===== src/swf_pkg.sv =====
// Purpose: shared constants and types for the status word flag logic
// Assumes: 8-bit data path, APB with 32-bit data
// Notes: status word sits at the printed byte offset on the bus
package swf_pkg;
   localparam logic [7:0] STATUS_WORD_OFFSET = 8'hD0;
   localparam int CARRY_POS = 7;
   localparam int AUX_POS = 6;
   localparam int UF0_POS = 5;
   localparam int BANK_HI_POS = 4;
   localparam int BANK_LO_POS = 3;
   localparam int OVF_POS = 2;
   localparam int UF1_POS = 1;
   localparam int PARITY_POS = 0;
   localparam logic [7:0] STATUS_RESET = 8'h00;
   localparam logic [7:0] ACC_RESET = 8'h00;
   localparam logic [8:0] BCD_LIMIT = 9'h064;
   localparam logic [15:0] PRODUCT_LIMIT = 16'h00FF;

   typedef enum logic [3:0] {
      SWF_OP_NONE = 4'h0,
      SWF_OP_ADD = 4'h1,
      SWF_OP_ADD_WITH_CARRY_OP = 4'h2,
      SWF_OP_SUBTRACT_WITH_BORROW_OP = 4'h3,
      SWF_OP_MUL = 4'h4,
      SWF_OP_DIV = 4'h5,
      SWF_OP_DA = 4'h6,
      SWF_OP_COMPARE_JUMP_NOT_EQUAL_OP = 4'h7
   } swf_op_t;

   typedef struct packed {
      swf_op_t op;
      logic [7:0] a;
      logic [7:0] b;
   } swf_req_t;

   typedef struct packed {
      logic carry;
      logic aux;
      logic ovf;
      logic [7:0] result;
   } swf_res_t;
endpackage


===== src/swf_status_word.sv =====
// Purpose: status word flags of an 8-bit core, updated by datapath and software
// Assumes: one datapath strobe per cycle; software on APB
// Notes: for DA the aux flag is passed on op_b[0]
// Function
// - add sets carry on carry out of bit 7; subtract on borrow into it
// - multiply and divide always leave carry cleared
// - decimal adjust sets carry when the decimal sum reaches a hundred
// - compare-jump sets carry when first unsigned operand is below second
// - aux carry follows carry out of or borrow into low nibble bit 4
// - status word at D0h, bit layout fixed, parity read-only
// - overflow set when carries out of bits 6 and 7 differ
// - multiply overflow above 255; divide overflow only for zero divisor
// - parity always equals odd count of ones in the accumulator
// - two bank bits select one of four register banks
`timescale 1ns/1ns
module swf_status_word (
   // clock and reset
   input wire logic pclk,
   input wire logic presetn,
   // apb slave
   input wire logic psel,
   input wire logic penable,
   input wire logic pwrite,
   input wire logic [11:0] paddr,
   input wire logic [31:0] pwdata,
   input wire logic [3:0] pstrb,
   output logic [31:0] prdata,
   output logic pready,
   output logic pslverr,
   // datapath
   input wire logic op_valid,
   input wire swf_pkg::swf_req_t op_req,
   input wire logic acc_we,
   input wire logic [7:0] acc_wdata,
   // results
   output logic [7:0] op_result,
   output logic [7:0] status_word,
   output logic [7:0] accumulator,
   output logic [4:0] bank_base
);
   // -------------------------------------------------------------
   // state
   // -------------------------------------------------------------
   typedef struct packed {
      logic [7:0] program_status_word;
      logic [7:0] acc;
      logic [7:0] result;
      logic [31:0] rdata;
      logic ready;
      logic err;
   } swf_state_t;

   swf_state_t state_reg;
   swf_state_t state_next;
   swf_pkg::swf_res_t alu_res;
   logic [7:0] acc_new;
   logic bus_hit;

   function automatic logic odd_ones(input logic [7:0] v);
      return ^v;
   endfunction

   swf_alu u_alu (
      .req(op_req),
      .carry_in(state_reg.program_status_word[swf_pkg::CARRY_POS]),
      .res(alu_res)
   );

   // -------------------------------------------------------------
   // next state
   // -------------------------------------------------------------
   always_comb begin
      state_next = state_reg;
      acc_new = state_reg.acc;
      bus_hit = paddr[11:0] == {4'h0, swf_pkg::STATUS_WORD_OFFSET};
      state_next.ready = 1'b0;
      state_next.err = 1'b0;
      if (op_valid && op_req.op != swf_pkg::SWF_OP_NONE) begin
         state_next.program_status_word[swf_pkg::CARRY_POS] = alu_res.carry;
         if (op_req.op inside {swf_pkg::SWF_OP_ADD, swf_pkg::SWF_OP_ADD_WITH_CARRY_OP, swf_pkg::SWF_OP_SUBTRACT_WITH_BORROW_OP}) begin
            state_next.program_status_word[swf_pkg::AUX_POS] = alu_res.aux;
         end
         if (op_req.op inside {swf_pkg::SWF_OP_ADD, swf_pkg::SWF_OP_ADD_WITH_CARRY_OP, swf_pkg::SWF_OP_SUBTRACT_WITH_BORROW_OP,
                               swf_pkg::SWF_OP_MUL, swf_pkg::SWF_OP_DIV}) begin
            state_next.program_status_word[swf_pkg::OVF_POS] = alu_res.ovf;
         end
         if (op_req.op != swf_pkg::SWF_OP_COMPARE_JUMP_NOT_EQUAL_OP) begin
            acc_new = alu_res.result;
         end
         state_next.result = alu_res.result;
      end
      if (acc_we) begin
         acc_new = acc_wdata;
      end
      // software write lands after the datapath, so it wins a same-cycle clash
      if (psel && !penable) begin
         state_next.ready = 1'b1;
         state_next.err = !bus_hit;
         state_next.rdata = bus_hit ? {24'h000000, state_reg.program_status_word[7:1], odd_ones(state_reg.acc)} : 32'h00000000;
      end
      if (psel && penable && pready && pwrite && bus_hit && pstrb[0]) begin
         state_next.program_status_word[7:1] = pwdata[7:1];
      end
      state_next.acc = acc_new;
      state_next.program_status_word[swf_pkg::PARITY_POS] = odd_ones(acc_new);
   end

   always_ff @(posedge pclk or negedge presetn) begin
      if (!presetn) begin
         state_reg <= '{program_status_word: swf_pkg::STATUS_RESET, acc: swf_pkg::ACC_RESET, result: 8'h00,
                        rdata: 32'h00000000, ready: 1'b0, err: 1'b0};
      end else begin
         state_reg <= state_next;
      end
   end

   // -------------------------------------------------------------
   // outputs
   // -------------------------------------------------------------
   assign prdata = state_reg.rdata;
   assign pready = state_reg.ready;
   assign pslverr = state_reg.err;
   assign op_result = state_reg.result;
   assign status_word = state_reg.program_status_word;
   assign accumulator = state_reg.acc;
   // bank base address: bank times eight
   assign bank_base = {state_reg.program_status_word[swf_pkg::BANK_HI_POS:swf_pkg::BANK_LO_POS], 3'b000};

   // reference sums kept apart from the datapath so a shared slip cannot hide
   logic [7:0] chk_add_sum;
   logic [7:0] chk_sub_diff;

   assign chk_add_sum = op_req.a + op_req.b;
   assign chk_sub_diff = op_req.a - op_req.b - {7'h00, status_word[swf_pkg::CARRY_POS]};
endmodule


===== src/swf_alu.sv =====
// Purpose: combinational flag computation for one datapath operation
// Assumes: operands stable for the cycle of the strobe
// Notes: no state; the top registers the outcome
`timescale 1ns/1ns
module swf_alu (
   // request
   input wire swf_pkg::swf_req_t req,
   input wire logic carry_in,
   // outcome
   output swf_pkg::swf_res_t res
);
   logic [8:0] sum;
   logic [4:0] nib;
   logic [7:0] c6;
   logic [15:0] prod;
   logic [8:0] adj;

   always_comb begin
      res = '0;
      sum = '0;
      nib = '0;
      c6 = '0;
      prod = '0;
      adj = '0;
      unique case (req.op)
         swf_pkg::SWF_OP_ADD, swf_pkg::SWF_OP_ADD_WITH_CARRY_OP: begin
            sum = {1'b0, req.a} + {1'b0, req.b} + {8'h00, (req.op == swf_pkg::SWF_OP_ADD_WITH_CARRY_OP) & carry_in};
            nib = {1'b0, req.a[3:0]} + {1'b0, req.b[3:0]} + {4'h0, (req.op == swf_pkg::SWF_OP_ADD_WITH_CARRY_OP) & carry_in};
            c6 = {1'b0, req.a[6:0]} + {1'b0, req.b[6:0]} + {7'h00, (req.op == swf_pkg::SWF_OP_ADD_WITH_CARRY_OP) & carry_in};
            res.carry = sum[8];
            res.aux = nib[4];
            res.ovf = sum[8] ^ c6[7];
            res.result = sum[7:0];
         end
         swf_pkg::SWF_OP_SUBTRACT_WITH_BORROW_OP: begin
            sum = {1'b0, req.a} - {1'b0, req.b} - {8'h00, carry_in};
            nib = {1'b0, req.a[3:0]} - {1'b0, req.b[3:0]} - {4'h0, carry_in};
            c6 = {1'b0, req.a[6:0]} - {1'b0, req.b[6:0]} - {7'h00, carry_in};
            res.carry = sum[8];
            res.aux = nib[4];
            res.ovf = sum[8] ^ c6[7];
            res.result = sum[7:0];
         end
         swf_pkg::SWF_OP_MUL: begin
            prod = req.a * req.b;
            res.carry = 1'b0;
            res.ovf = prod > swf_pkg::PRODUCT_LIMIT;
            res.result = prod[7:0];
         end
         swf_pkg::SWF_OP_DIV: begin
            res.carry = 1'b0;
            res.ovf = (req.b == 8'h00);
            res.result = (req.b == 8'h00) ? 8'hFF : req.a / req.b;
         end
         swf_pkg::SWF_OP_DA: begin
            adj = {1'b0, req.a};
            if (adj[3:0] > 4'h9 || req.b[0]) begin
               adj = adj + 9'h006;
            end
            if (adj[7:4] > 4'h9 || adj[8] || carry_in) begin
               adj = adj + 9'h060;
            end
            // carry marks a decimal sum of a hundred or more
            res.carry = adj[8] | carry_in;
            res.result = adj[7:0];
         end
         swf_pkg::SWF_OP_COMPARE_JUMP_NOT_EQUAL_OP: begin
            res.carry = req.a < req.b;
         end
         default: begin
            res = '0;
         end
      endcase
   end
endmodule


===== config.mk =====
export PLATFORM = sky130hd
export DESIGN_NAME = swf_status_word
export DESIGN_NICKNAME = d
export VERILOG_FILES = /design/src/swf_pkg.sv /design/src/swf_status_word.sv /design/src/swf_alu.sv
export SDC_FILE = /design/constraint.sdc
export NUM_CORES = 1
export LEC_CHECK = 0
export BUFFER_PORTS_ARGS = -buffer_cell sky130_fd_sc_hd__buf_2
export CAP_MARGIN = 0
export CORE_MARGIN = 4
export CORE_UTILIZATION = 30
export DETAILED_ROUTE_END_ITERATION = 7
export GPL_ROUTABILITY_DRIVEN = 1
export REMOVE_ABC_BUFFERS = 1
export SYNTH_ARGS = -nofsm -noshare
export SYNTH_HDL_FRONTEND = slang
export SYNTH_HIERARCHICAL = 1
export SYNTH_SLANG_ARGS = --single-unit

===== constraint.sdc =====
create_clock -name pclk -period 3.6 [get_ports pclk]
set_input_delay 0.36 -clock pclk [delete_from_list [all_inputs] [get_ports pclk]]
set_output_delay 0.36 -clock pclk [all_outputs]
set_load 0.01 [all_outputs]

# [Word level (Yosys, flattened, before mapping)]
# Index checks and enable logic that the tools add are counted.
[word_totals] register_bits=34 input_bits=83 output_inout_bits=63 wordCells=86
[classes] addsub=14 n_mul=1 div=1 order_cmp=4 eq_ne=9 n_mux=19 bitwise_logic=4 reduce_logical=24
[op_table] cell="2-to-1 mux 8 bit" n=5
[op_table] cell="one-hot mux 8 bit (5 select lines)" n=1
[op_table] cell="2-to-1 mux 9 bit" n=4
[op_table] cell="equality test 4 x 3 -> 1 bit, second input constant" n=4
[op_table] cell="greater-than comparator 16 x 8 -> 1 bit, second input constant" n=1
[op_table] cell="multiplier 8 x 8 -> 16 bit" n=1
[op_table] cell="parity 8 bit" n=2
[op_table] cell="equality test 12 x 8 -> 1 bit, second input constant" n=1
[op_table] cell="adder 8 x 3 -> 9 bit, second input constant" n=1
[op_table] cell="adder 8 x 8 -> 9 bit" n=1
[op_table] cell="adder 9 x 1 -> 9 bit" n=1
[op_table] cell="adder 9 x 7 -> 9 bit, second input constant" n=1
[op_table] cell="subtractor 8 x 8 -> 9 bit" n=1
[op_table] cell="subtractor 9 x 1 -> 9 bit" n=1
[op_table] cell="adder 7 x 7 -> 8 bit" n=1
[op_table] cell="adder 8 x 1 -> 8 bit" n=1
[op_table] cell="divider 8 x 8 -> 8 bit" n=1
[op_table] cell="equality test 4 x 2 -> 1 bit, second input constant" n=2
[op_table] cell="greater-than comparator 4 bit, second input constant" n=2
[op_table] cell="zero test 8 bit" n=1
[op_table] cell="less-than comparator 8 bit" n=1
[op_table] cell="one-hot mux 1 bit (4 select lines)" n=2
[op_table] cell="subtractor 7 x 7 -> 8 bit" n=1
[op_table] cell="subtractor 8 x 1 -> 8 bit" n=1
[op_table] cell="22 further kinds" n=38

# [Logic depth before layout (Yosys ltp)]
# Gate-level depths: netlist of the first run.
[logic_depth] depth_word=14 ltp_mapped=54 mapped_depth_nobuf=52

# [Hierarchy]
# The synthesis of the first run kept the hierarchy.
[by_module_without_submodules] module="swf_alu" instances=1 cells_each=682 area_per_inst_um2=5208.7
[by_module_without_submodules] module="swf_status_word" instances=1 cells_each=181 area_per_inst_um2=1923.1

# [Worst setup path before layout of the first run]
# Ideal clock, no wire load.
[synth_timing] path_type="input to register" start="in op_req[6] (netlist bit)" end="reg state_reg (netlist bit status_word[0])" setup_time_ns=0.080 arrival_ns=11.144 required_ns=3.520 slack_ns=-7.624 path_stages=52 path_buffers=2 cell_sequence="buf_6 nor4_4 nand2_2 nor2_1 a21oi_1 a21oi_1 ha_1 o21a_1 o311ai_0 a21oi_1 nor2_1 ha_1 or2_2 and2_1 mux2_2 ha_1 o211ai_1 a21boi_0 [... 16 more ...] a2111oi_0 o21a_1 o21ai_0 clkbuf_1 nand2_1 o21ai_0 ha_1 a21o_1 a21o_1 a21o_1 a211oi_1 o21bai_1 a41o_1 a41oi_1 a21oi_1 xnor2_2 xnor2_1 xnor2_1"
[synth_rtl] element="start, declared" line_no="swf_status_word.sv:32" source="input wire swf_pkg::swf_req_t op_req,"
[synth_rtl] element="end signal, assigned" line_no="swf_status_word.sv:110" source="state_reg <= '{program_status_word: swf_pkg::STATUS_RESET, acc: swf_pkg::ACC_RESET, result: 8'h00,"
[synth_rtl] element="end signal, assigned" line_no="swf_status_word.sv:113" source="state_reg <= state_next;"
[synth_rtl] element="end, declared" line_no="swf_status_word.sv:53" source="swf_state_t state_reg;"

==> results.yml, run 1 <==
run_status:
  status: "finished with violations"
  failed_checks: "setup timing"
power_and_ir_drop:
  ir_worst_vdd_mv: 0.2593
  power_switching_w: 0.001444
  power.density_nw_per_um2: 342.6
  p_leak_nw: 5.116
  seqPwrFrac_pct: 12.8
  combPwrFrac_pct: 70.9
  p_int_w: 0.002055
  switching_share_pct: 41.27
  power.clock.fraction_pct: 16.3
critical_path:
  cp_data_arrival_time_ns: 10.40
  crit_path_top_delay_cell: "mux2_2"
  reg2regPathDepth: 15
  cpPeakStageDelay_ns: 0.37
  rrSetupSlack_ns: -0.14
  path_class: "primary input to flop"
  crit_required_ns: 3.81
  critPathBufInv: 3
  crit_family: "compound AO/OA/AOI/OAI gates"
  critical_path_depth: 54
  critPathLaunchType: "primary input"
  cp_max_fo: 6
  cp_common_cell: "o21a_1"
  end_kind: "flop"
placed_design:
  place_hpwl_um: 19140
  io_buffers: 90
  place.gp.congestion: 0.9412
  placedCellCount: 1436
sta:
  final-hold-violation-count: 0
  post-route-period-util_pct: 283.1
  setup-violations-final: 18
  tightest_slew_ns: 0.7676
  finClkSkew_ns: 0.009116
  finalCriticalPeriod_ns: 10.19
  timing.slew.headroom_pct: 47.50
  maxSlewViolCount: 0
  grt_setup_unrepaired: "yes"
  layout_setup_ws_ns: -6.590
  timing.fmax_mhz: 98.13
die:
  design.core.area_um2: 23400
  start_util_pct: 30.47
  dieArea_um2: 26300
  die_h_um: 162.2
  io_pins: 146
  rows: 56
  die_x_um: 162.2
logic_synthesis:
  yosys_warnings: 6
  netlist_instances: 863
  synth_area_per_cell_um2: 8.264
  synthFlopType: "dfrtp_1"
  ys_ff_latch: 34
  synth_top_area_share_pct: 18.77
  async_flop_share_pct: 100.0
  synthTopCellsByCount: "ha_1 (107), inv_1 (95), nor2_1 (74)"
  synth_seq_area_share_pct: 11.93
  synth_cell_types: 76
  yosysTopAreaCell: "ha_1"
  syn_area_um2: 7132
  synth_most_common_cell: "ha_1"
  synth-edff-count: 0
  synthTopCellsByArea: "ha_1 (19%), dfrtp_1 (12%), fa_1 (11%)"
final_layout:
  nets: 1394
  post-route-util_pct: 43.64
  final_cell_count_no_fill: 1484
  synthToLayoutAreaGrowth_pct: 43.19
  drive_above_1_share_pct: 37.25
  fill_cells: 2338
  antenna-diode-count: 0
route:
  ant_nets: 0
  wl_per_cell_um: 16.31
  dr.pass1.iters: 7
  drc: 0
  drt_iter0_drc: 581
  wl_um: 24200
  vias_per_cell: 5.012
  vias: 7438
clock_network:
  clk_latency_ns: 0.28
  hold_buffers: 0
  cts_buffers: 5
  cts-root-buf: "clkbuf_16"
  h-tree-depth: 2
  path_clk_slew_ns: 0.06
  cts_tree: "built"
  clockBufferDepth: 2
  clock_sinks: 34
run:
  max_cap_violations: 0
min_path:
  hp-class: "primary input to asynchronous set/reset pin"
global_routing:
  antenna_found_initial: 0
  grt_use_total_pct: 17.96
  grt_pass1_wl_um: 38580
  grt_overflow: 0
  first_global_vias: 7472
  grt_max_degree: 35
[repair_timing]
item | CTS | global route
buffers inserted | 36 | 7
endpoints found under the setup margin | 18 | 18
resized for setup | 109 | 26
pin swaps | 60 | 24
[cell type report]
| type | instances | area (um^2) | share of cell area, % |
|---|---|---|---|
| Multi-Input combinational cell | 705 | 6093 | 59.67 |
| Timing Repair Buffer | 323 | 2313 | 22.65 |
| Sequential cell | 34 | 850.8 | 8.331 |
| Tap cell | 319 | 399.1 | 3.908 |
| Inverter | 95 | 361.6 | 3.541 |
| Clock buffer | 5 | 125.1 | 1.225 |
| Clock inverter | 3 | 68.82 | 0.6739 |
[cells in the final DEF, fill, tap and decap left out, drive strengths merged, types with 6 or more instances in the layout]
cell     synthesis  layout
buf             35     323
ha             107     107
inv             95      95
nor2            74      74
nand2           69      69
fa              40      40
a21oi           39      39
xnor2           36      36
o21ai           36      36
dfrtp           34      34
nor3            32      32
conb             1      27
mux2            25      25
nor2b           14      14
a21o            14      14
o31ai           13      13
o21a            13      13
o211ai          12      12
xor2            10      10
a41oi           10      10
nand2b           9       9
nand3            8       8
mux2i            8       8
and3             7       7
a2111oi          6       6
nor3b            6       6
o21bai           6       6
a211oi           6       6
[sequential cells by signal, summed over array words and instances, names as in the netlist]
signal       cells
accumulator      8
pready           1
pslverr          1
prdata           8
status_word      8
op_result        8
[final timing paths]
kind / start / end
max: op_req[7] / status_word[0]$_DFF_PN0_
max reg2reg: status_word[7]$_DFFE_PN0P_ / status_word[0]$_DFF_PN0_
min in group pclk: pwdata[7] / status_word[7]$_DFFE_PN0P_
min: presetn / accumulator[2]$_DFF_PN0_
min reg2reg: prdata[3]$_DFFE_PN0P_ / prdata[3]$_DFFE_PN0P_
max in group asynchronous: presetn / op_result[5]$_DFFE_PN0N_
[layer usage]
metal / vias up / share of wire [%] / track usage [%]
met5: - / 0 / 0
met3: 39 / 5.8 / 2.690
met2: 224 / 48 / 30.40
met4: 0 / 2.2 / 3.652
li1: 3609 / - / -
met1: 3566 / 44 / 24.48
[kinds of logic after synthesis]
logic type / Yosys count / synth area share (%)
AND/OR/NAND/NOR: 254 / 17.95
AO/OA/AOI/OAI: 198 / 19.32
buffers and inverters: 150 / 9.824
adder cells (fa/ha/maj): 147 / 30.00
XOR/XNOR: 46 / 5.860
flip-flops: 34 / 11.93
multiplexers: 33 / 5.070
other: 1 / 0.05258
[power groups by stage]
stage / Sequential, W / Combinational, W / Clock (W)
floorplan: 0.000469 / 0.00127 / 0
global placement: 0.000454 / 0.00218 / 0
detailed placement: 0.000455 / 0.00220 / 0
CTS: 0.000449 / 0.00242 / 0.000573
global route: 0.000455 / 0.00276 / 0.000594
finish: 0.000449 / 0.00248 / 0.000569
[per-stage QoR]
stage / hold WS [ns] / setup slack [ns] / setup TNS (ns) / instance area, um^2 / total power [W]
floorplan: 0.06441 / -7.778 / -52.65 / 6885 / 0.001739
global placement: 0.4587 / -7.276 / -57.93 / 9184 / 0.002630
detailed placement: 0.4657 / -7.552 / -60.41 / 9184 / 0.002659
CTS: 0.1891 / -6.418 / -48.96 / 10070 / 0.003437
global route: 0.2174 / -7.128 / -55.47 / 10210 / 0.003811
finish: 0.1349 / -6.590 / -50.16 / 10210 / 0.003499
(Power assumes the default switching activity.)
==> run 2, diff against run 1 <==
--- a/config.mk
+++ b/config.mk
@@ -8,9 +8,10 @@
 export BUFFER_PORTS_ARGS = -buffer_cell sky130_fd_sc_hd__buf_2
 export CAP_MARGIN = 0
 export CORE_MARGIN = 4
-export CORE_UTILIZATION = 30
+export CORE_UTILIZATION = 52
 export DETAILED_ROUTE_END_ITERATION = 7
 export GPL_ROUTABILITY_DRIVEN = 1
+export PLACE_DENSITY = 0.79
 export REMOVE_ABC_BUFFERS = 1
 export SYNTH_ARGS = -nofsm -noshare
 export SYNTH_HDL_FRONTEND = slang
==> run 2 against run 1 <==
  * The flow still finishes with violations (setup timing)
  * Combinational power rose by 9.3%
  * Non-clock buffer count fell by 19
  * Clock skew fell by 0.0065 ns
  * Die area decreased by 40%
  * Core utilization rose by 31 points
  * Critical endpoint unchanged
  * Largest power group unchanged
  * Highest routed layer unchanged
==> results.yml, run 2 (synthesized netlist as in run 1, its figures left out) <==
critical_path:
  path_class: "primary input to flop"
  critical_path_depth: 53
  crit_path_top_delay_cell: "mux2_4"
  cp_common_cell: "o21a_1"
  rrSetupSlack_ns: -0.34
  end_kind: "flop"
  cp_data_arrival_time_ns: 10.68
  critPathBufInv: 3
  critPathLaunchType: "primary input"
  endpoint: "status_word[0]$_DFF_PN0_"
  reg2reg_to: "status_word[0]$_DFF_PN0_"
  cpPeakStageDelay_ns: 0.32
  reg2regPathDepth: 15
  crit_start: "op_req[6]"
  r2r-start: "status_word[7]$_DFFE_PN0P_"
  crit_required_ns: 3.79
  crit_family: "compound AO/OA/AOI/OAI gates"
  cp_max_fo: 5
global_routing:
  grt_overflow: 0
  grt_pass1_wl_um: 39010
  first_global_vias: 7757
  grt_max_degree: 35
  grt_use_total_pct: 30.01
  antenna_found_initial: 0
final_layout:
  mostFrequentLayoutCell: "buf_4"
  synthToLayoutAreaGrowth_pct: 39.86
  final_cell_mix: "buf_4 (201), ha_1 (95), inv_1 (90)"
  fill_cells: 888
  fin_area_um2: 9975
  nets: 1375
  antenna-diode-count: 0
  drive_above_1_share_pct: 37.61
sta:
  layout_setup_ws_ns: -6.899
  maxSlewViolCount: 0
  finClkSkew_ns: 0.002578
  setup-violations-final: 18
  tightest_slew_ns: 0.7894
  final-hold-violation-count: 0
  finalCriticalPeriod_ns: 10.50
  post-route-period-util_pct: 291.6
  timing.slew.headroom_pct: 46.02
  grt_setup_unrepaired: "yes"
  timing.fmax_mhz: 95.25
route:
  vias: 7848
  ant_nets: 0
  drt_iter0_drc: 823
  dr.pass1.iters: 6
  wl_um: 25150
  vias_per_cell: 5.936
  wl_per_cell_um: 19.02
  drc: 0
die:
  design.core.area_um2: 13350
  start_util_pct: 53.43
  die_h_um: 125.1
  rows: 42
  dieArea_um2: 15650
  die_x_um: 125.1
  io_pins: 146
placed_design:
  placed_area_um2: 8892
  post-place-ws_ns: -7.673
  io_buffers: 90
  place.gp.congestion: 0.9902
  place_hpwl_um: 17890
min_path:
  hp-class: "primary input to asynchronous set/reset pin"
clock_network:
  cts_buffers: 5
  clock_sinks: 34
  clk_latency_ns: 0.28
  cts_tree: "built"
  cts-root-buf: "clkbuf_16"
  clockBufferDepth: 2
  path_clk_slew_ns: 0.06
  h-tree-depth: 2
run_status:
  status: "finished with violations"
  failed_checks: "setup timing"
power_and_ir_drop:
  p_leak_nw: 5.053
  power.density_nw_per_um2: 361.1
  ir_worst_vdd_mv: 0.2902
run:
  max_cap_violations: 0
run 2: cell types whose count changed in the layout (fill, tap and decap cells not counted), sizes merged:
cell	before	now
buf	323	304
bufinv	2	0
clkbuf	5	6
clkinvlp	0	1
run 2: worst min-delay path by stage:
stage / slack (ns) / cells past startpoint / start / endpoint
after floorplan: 0.06 / 0 / presetn / accumulator[0]$_DFF_PN0_
after global placement: 0.46 / 1 / presetn / accumulator[3]$_DFF_PN0_
after detailed placement: 0.46 / 2 / prdata[0]$_DFFE_PN0P_ / prdata[0]$_DFFE_PN0P_
after CTS: 0.18 / 1 / presetn / op_result[2]$_DFFE_PN0N_
after global routing: 0.21 / 1 / presetn / op_result[2]$_DFFE_PN0N_
final: 0.15 / 1 / presetn / accumulator[3]$_DFF_PN0_
run 2: power breakdown:
group / switching, W / total [W] / leakage (nW) / internal, W
Combinational: 0.00139 / 0.00271 / 4.53 / 0.00133
Sequential: 0.0000297 / 0.000451 / 0.445 / 0.000421
Clock: 0.000165 / 0.000439 / 0.0729 / 0.000274
run 2: per-stage QoR:
stage	hold slack [ns]	utilization [%]	std cells	setup TNS [ns]	total power, W
floorplan	0.06441	-	834	-52.65	0.001739
global placement	0.4561	66.62	1278	-56.33	0.002521
detailed placement	0.4611	66.62	1278	-61.06	0.002598
CTS	0.1830	72.90	1309	-48.01	0.003374
global route	0.2058	74.73	1322	-55.45	0.003845
finish	0.1521	74.73	1322	-51.62	0.003601
run 2: final cells by class:
cell class	count	area [um^2]	area share, %
sequential	34	850.8	8.530
clock inverter	2	12.51	0.1254
multi-input combinational	705	6225	62.41
tap	176	220.2	2.208
inverter	95	359.1	3.600
timing repair buffer	304	2168	21.74
clock buffer	6	138.9	1.392
run 2: per-layer routing:
metal	GRT usage [%]	vias to the layer above	wire length, um
met4	11.67	0	1193
met1	38.12	3700	9711
met2	50.65	475	11950
met3	5.629	113	2289
li1	-	3560	-
met5	0	-	0
run 2: repair_timing:
item	4_1_cts	5_1_grt
setup endpoints to repair	18	18
pin swaps	48	37
buffers inserted	23	15
gates resized for setup	124	32
hold buffers	0	0
==> run 3, diff against run 2 <==
--- a/config.mk
+++ b/config.mk
@@ -11,9 +11,8 @@
 export CORE_UTILIZATION = 52
 export DETAILED_ROUTE_END_ITERATION = 7
 export GPL_ROUTABILITY_DRIVEN = 1
-export PLACE_DENSITY = 0.79
+export PLACE_DENSITY = 0.8
 export REMOVE_ABC_BUFFERS = 1
 export SYNTH_ARGS = -nofsm -noshare
 export SYNTH_HDL_FRONTEND = slang
-export SYNTH_HIERARCHICAL = 1
 export SYNTH_SLANG_ARGS = --single-unit
==> constraint.sdc (replaced) <==
create_clock -name pclk -period 3.6 [get_ports pclk]
set_input_delay 0.18 -clock pclk [delete_from_list [all_inputs] [get_ports pclk]]
set_output_delay 0.18 -clock pclk [all_outputs]
set_load 0.01 [all_outputs]
==> run 3 against run 2 <==
  * The run still ends with setup timing left
  * Clock power hardly changed
  * Global-route usage is 0.35 points higher
  * Clock skew is 0.0087 ns higher
  * Power is 5.6% lower
  * Die area is 3.6% lower
  * Fmax is 1.5% higher
  * First-iteration DRC count is 14% lower
  * Area after synthesis is 3.9% lower
  * Sequential power is 2% lower
  * Wire length is 7.8% higher
  * Critical endpoint unchanged
  * Highest routed layer unchanged
==> results.yml, run 3 <==
run_status:
  status: "finished with violations"
  failed_checks: "setup timing"
route:
  wl_um: 27120
  drc: 0
  vias_per_cell: 6.043
  wl_per_cell_um: 20.65
  drt_iter0_drc: 710
  vias: 7934
  ant_nets: 0
  dr.pass1.iters: 6
critical_path:
  crit_required_ns: 3.76
  reg2reg_to: "status_word[0]$_DFF_PN0_"
  cpPeakStageDelay_ns: 0.40
  critPathLaunchType: "primary input"
  cp_data_arrival_time_ns: 10.50
  rrSetupSlack_ns: -0.43
  path_class: "primary input to flop"
  cp_common_cell: "o21a_1"
  reg2regPathDepth: 14
  cp_max_fo: 5
  crit_family: "compound AO/OA/AOI/OAI gates"
  r2r-start: "status_word[7]$_DFFE_PN0P_"
  critPathBufInv: 5
  crit_path_top_delay_cell: "or3_4"
  end_kind: "flop"
sta:
  final-hold-violation-count: 0
  grt_setup_unrepaired: "yes"
  timing.fmax_mhz: 96.67
  setup-violations-final: 18
  timing.hold.ws_ns: 0.1335
  tightest_slew_ns: 0.8360
  timing.slew.headroom_pct: 44.00
  finClkSkew_ns: 0.01124
  maxSlewViolCount: 0
  finalCriticalPeriod_ns: 10.34
  post-route-period-util_pct: 287.4
  layout_setup_ws_ns: -6.745
die:
  dieArea_um2: 15080
  start_util_pct: 53.66
  die_h_um: 122.8
  rows: 41
  design.core.area_um2: 12770
  die_x_um: 122.8
  io_pins: 146
logic_synthesis:
  yosys_warnings: 0
  synth_cell_types: 68
  yosysTopAreaCell: "ha_1"
  syn_area_um2: 6854
  ys_ff_latch: 34
  netlist_instances: 843
  synthTopCellsByCount: "ha_1 (108), inv_1 (84), nand2_1 (77)"
  synth_top_area_share_pct: 19.72
  synth_seq_area_share_pct: 12.41
  async_flop_share_pct: 100.0
  synthFlopType: "dfrtp_1"
  synth_most_common_cell: "ha_1"
  synth_area_per_cell_um2: 8.131
  synthTopCellsByArea: "ha_1 (20%), dfrtp_1 (12%), fa_1 (12%)"
  synth-edff-count: 0
clock_network:
  cts-root-buf: "clkbuf_16"
  path_clk_slew_ns: 0.06
  clockBufferDepth: 2
  clk_latency_ns: 0.28
  cts_buffers: 5
  cts_tree: "built"
  h-tree-depth: 2
  clock_sinks: 34
global_routing:
  antenna_found_initial: 1
  grt_use_total_pct: 30.35
  first_global_vias: 7526
  grt_pass1_wl_um: 36320
  grt_overflow: 0
  grt_max_degree: 35
final_layout:
  mostFrequentLayoutCell: "buf_4"
  synthToLayoutAreaGrowth_pct: 45.64
  final_cell_mix: "buf_4 (207), ha_1 (90), buf_2 (87)"
  drive_above_1_share_pct: 40.18
  fin_area_um2: 9982
  nets: 1370
power_and_ir_drop:
  ir_worst_vdd_mv: 0.2424
  power.density_nw_per_um2: 340.6
  p_leak_nw: 4.993
min_path:
  hold_end: "status_word[5]$_DFFE_PN0P_"
  holdPathStages: 2
  hp-start: "pwdata[5]"
  hp-class: "primary input to flop"
placed_design:
  io_buffers: 90
  place_hpwl_um: 16570
  place.gp.congestion: 1.024
  placed_area_um2: 8558
run:
  max_cap_violations: 0
==> run 3: metrics by stage <==
step           utilization [%]  total power (W)  TNS, ns  cells  worst slack [ns]
2_1_floorplan                -         0.001667   -46.87    810            -7.253
3_3_place_gp             67.00         0.002365   -49.22   1243            -6.750
3_5_place_dp             67.00         0.002428   -53.71   1243            -7.250
4_1_cts                  72.95         0.002993   -42.67   1285            -6.054
5_1_grt                  78.15         0.003611   -51.95   1313            -6.957
6_report                 78.15         0.003399   -49.48   1313            -6.745
==> run 3: final cells by class <==
cell class / count / area [um^2]
antenna: 1 / 2.502
clock inverter: 2 / 12.51
multi-input combinational: 689 / 6102
inverter: 87 / 331.6
fill: 761 / 2791
timing repair buffer: 322 / 2328
sequential: 34 / 850.8
clock buffer: 6 / 138.9
tap: 172 / 215.2
==> run 3: worst max-delay path by stage <==
| stage | start | endpoint | slack, ns | depth (start not counted) |
|---|---|---|---|---|
| global placement | op_req[5] | status_word[0]$_DFF_PN0_ | -6.75 | 50 |
| global route | op_req[6] | status_word[0]$_DFF_PN0_ | -6.96 | 52 |
| CTS | op_req[4] | status_word[0]$_DFF_PN0_ | -6.05 | 56 |
| detailed placement | op_req[5] | status_word[0]$_DFF_PN0_ | -7.25 | 49 |
| finish | op_req[6] | status_word[0]$_DFF_PN0_ | -6.74 | 54 |
| floorplan | op_req[6] | status_word[0]$_DFF_PN0_ | -7.25 | 45 |
==> run 3: where the power goes <==
group          internal (W)  switching [W]
Sequential         0.000417      0.0000271
Combinational       0.00123        0.00129
Clock              0.000274       0.000163
==> run 3: timing repair <==
item	in CTS	in global routing
pin swaps	44	68
setup buffers	33	28
endpoints found under the hold margin	23	0
resized for setup	84	103
hold buffers	1	0
endpoints found under the setup margin	18	18
==> run 3: cell families (layout without fill, tap and decap cells) <==
| group | Yosys count | count (layout) | synth area share (%) |
|---|---|---|---|
| XOR/XNOR | 55 | 55 | 7.229 |
| adder cells (fa/ha/maj) | 148 | 148 | 31.40 |
| other | 1 | 28 | 0.05471 |
| AND/OR/NAND/NOR | 238 | 238 | 16.61 |
| AO/OA/AOI/OAI | 195 | 195 | 18.11 |
| buffers and inverters | 146 | 417 | 9.876 |
| flip-flops | 34 | 34 | 12.41 |
| multiplexers | 26 | 26 | 4.308 |
==> run 3: routing by layer <==
metal  routed length [um]  track usage (%)  vias to the layer above
met2                12870            52.61                      584
met1                 9227            35.52                     3688
met3                 2785            5.714                      210
met5                    0                0                        -
li1                     -                -                     3452
met4                 2233            15.75                        0
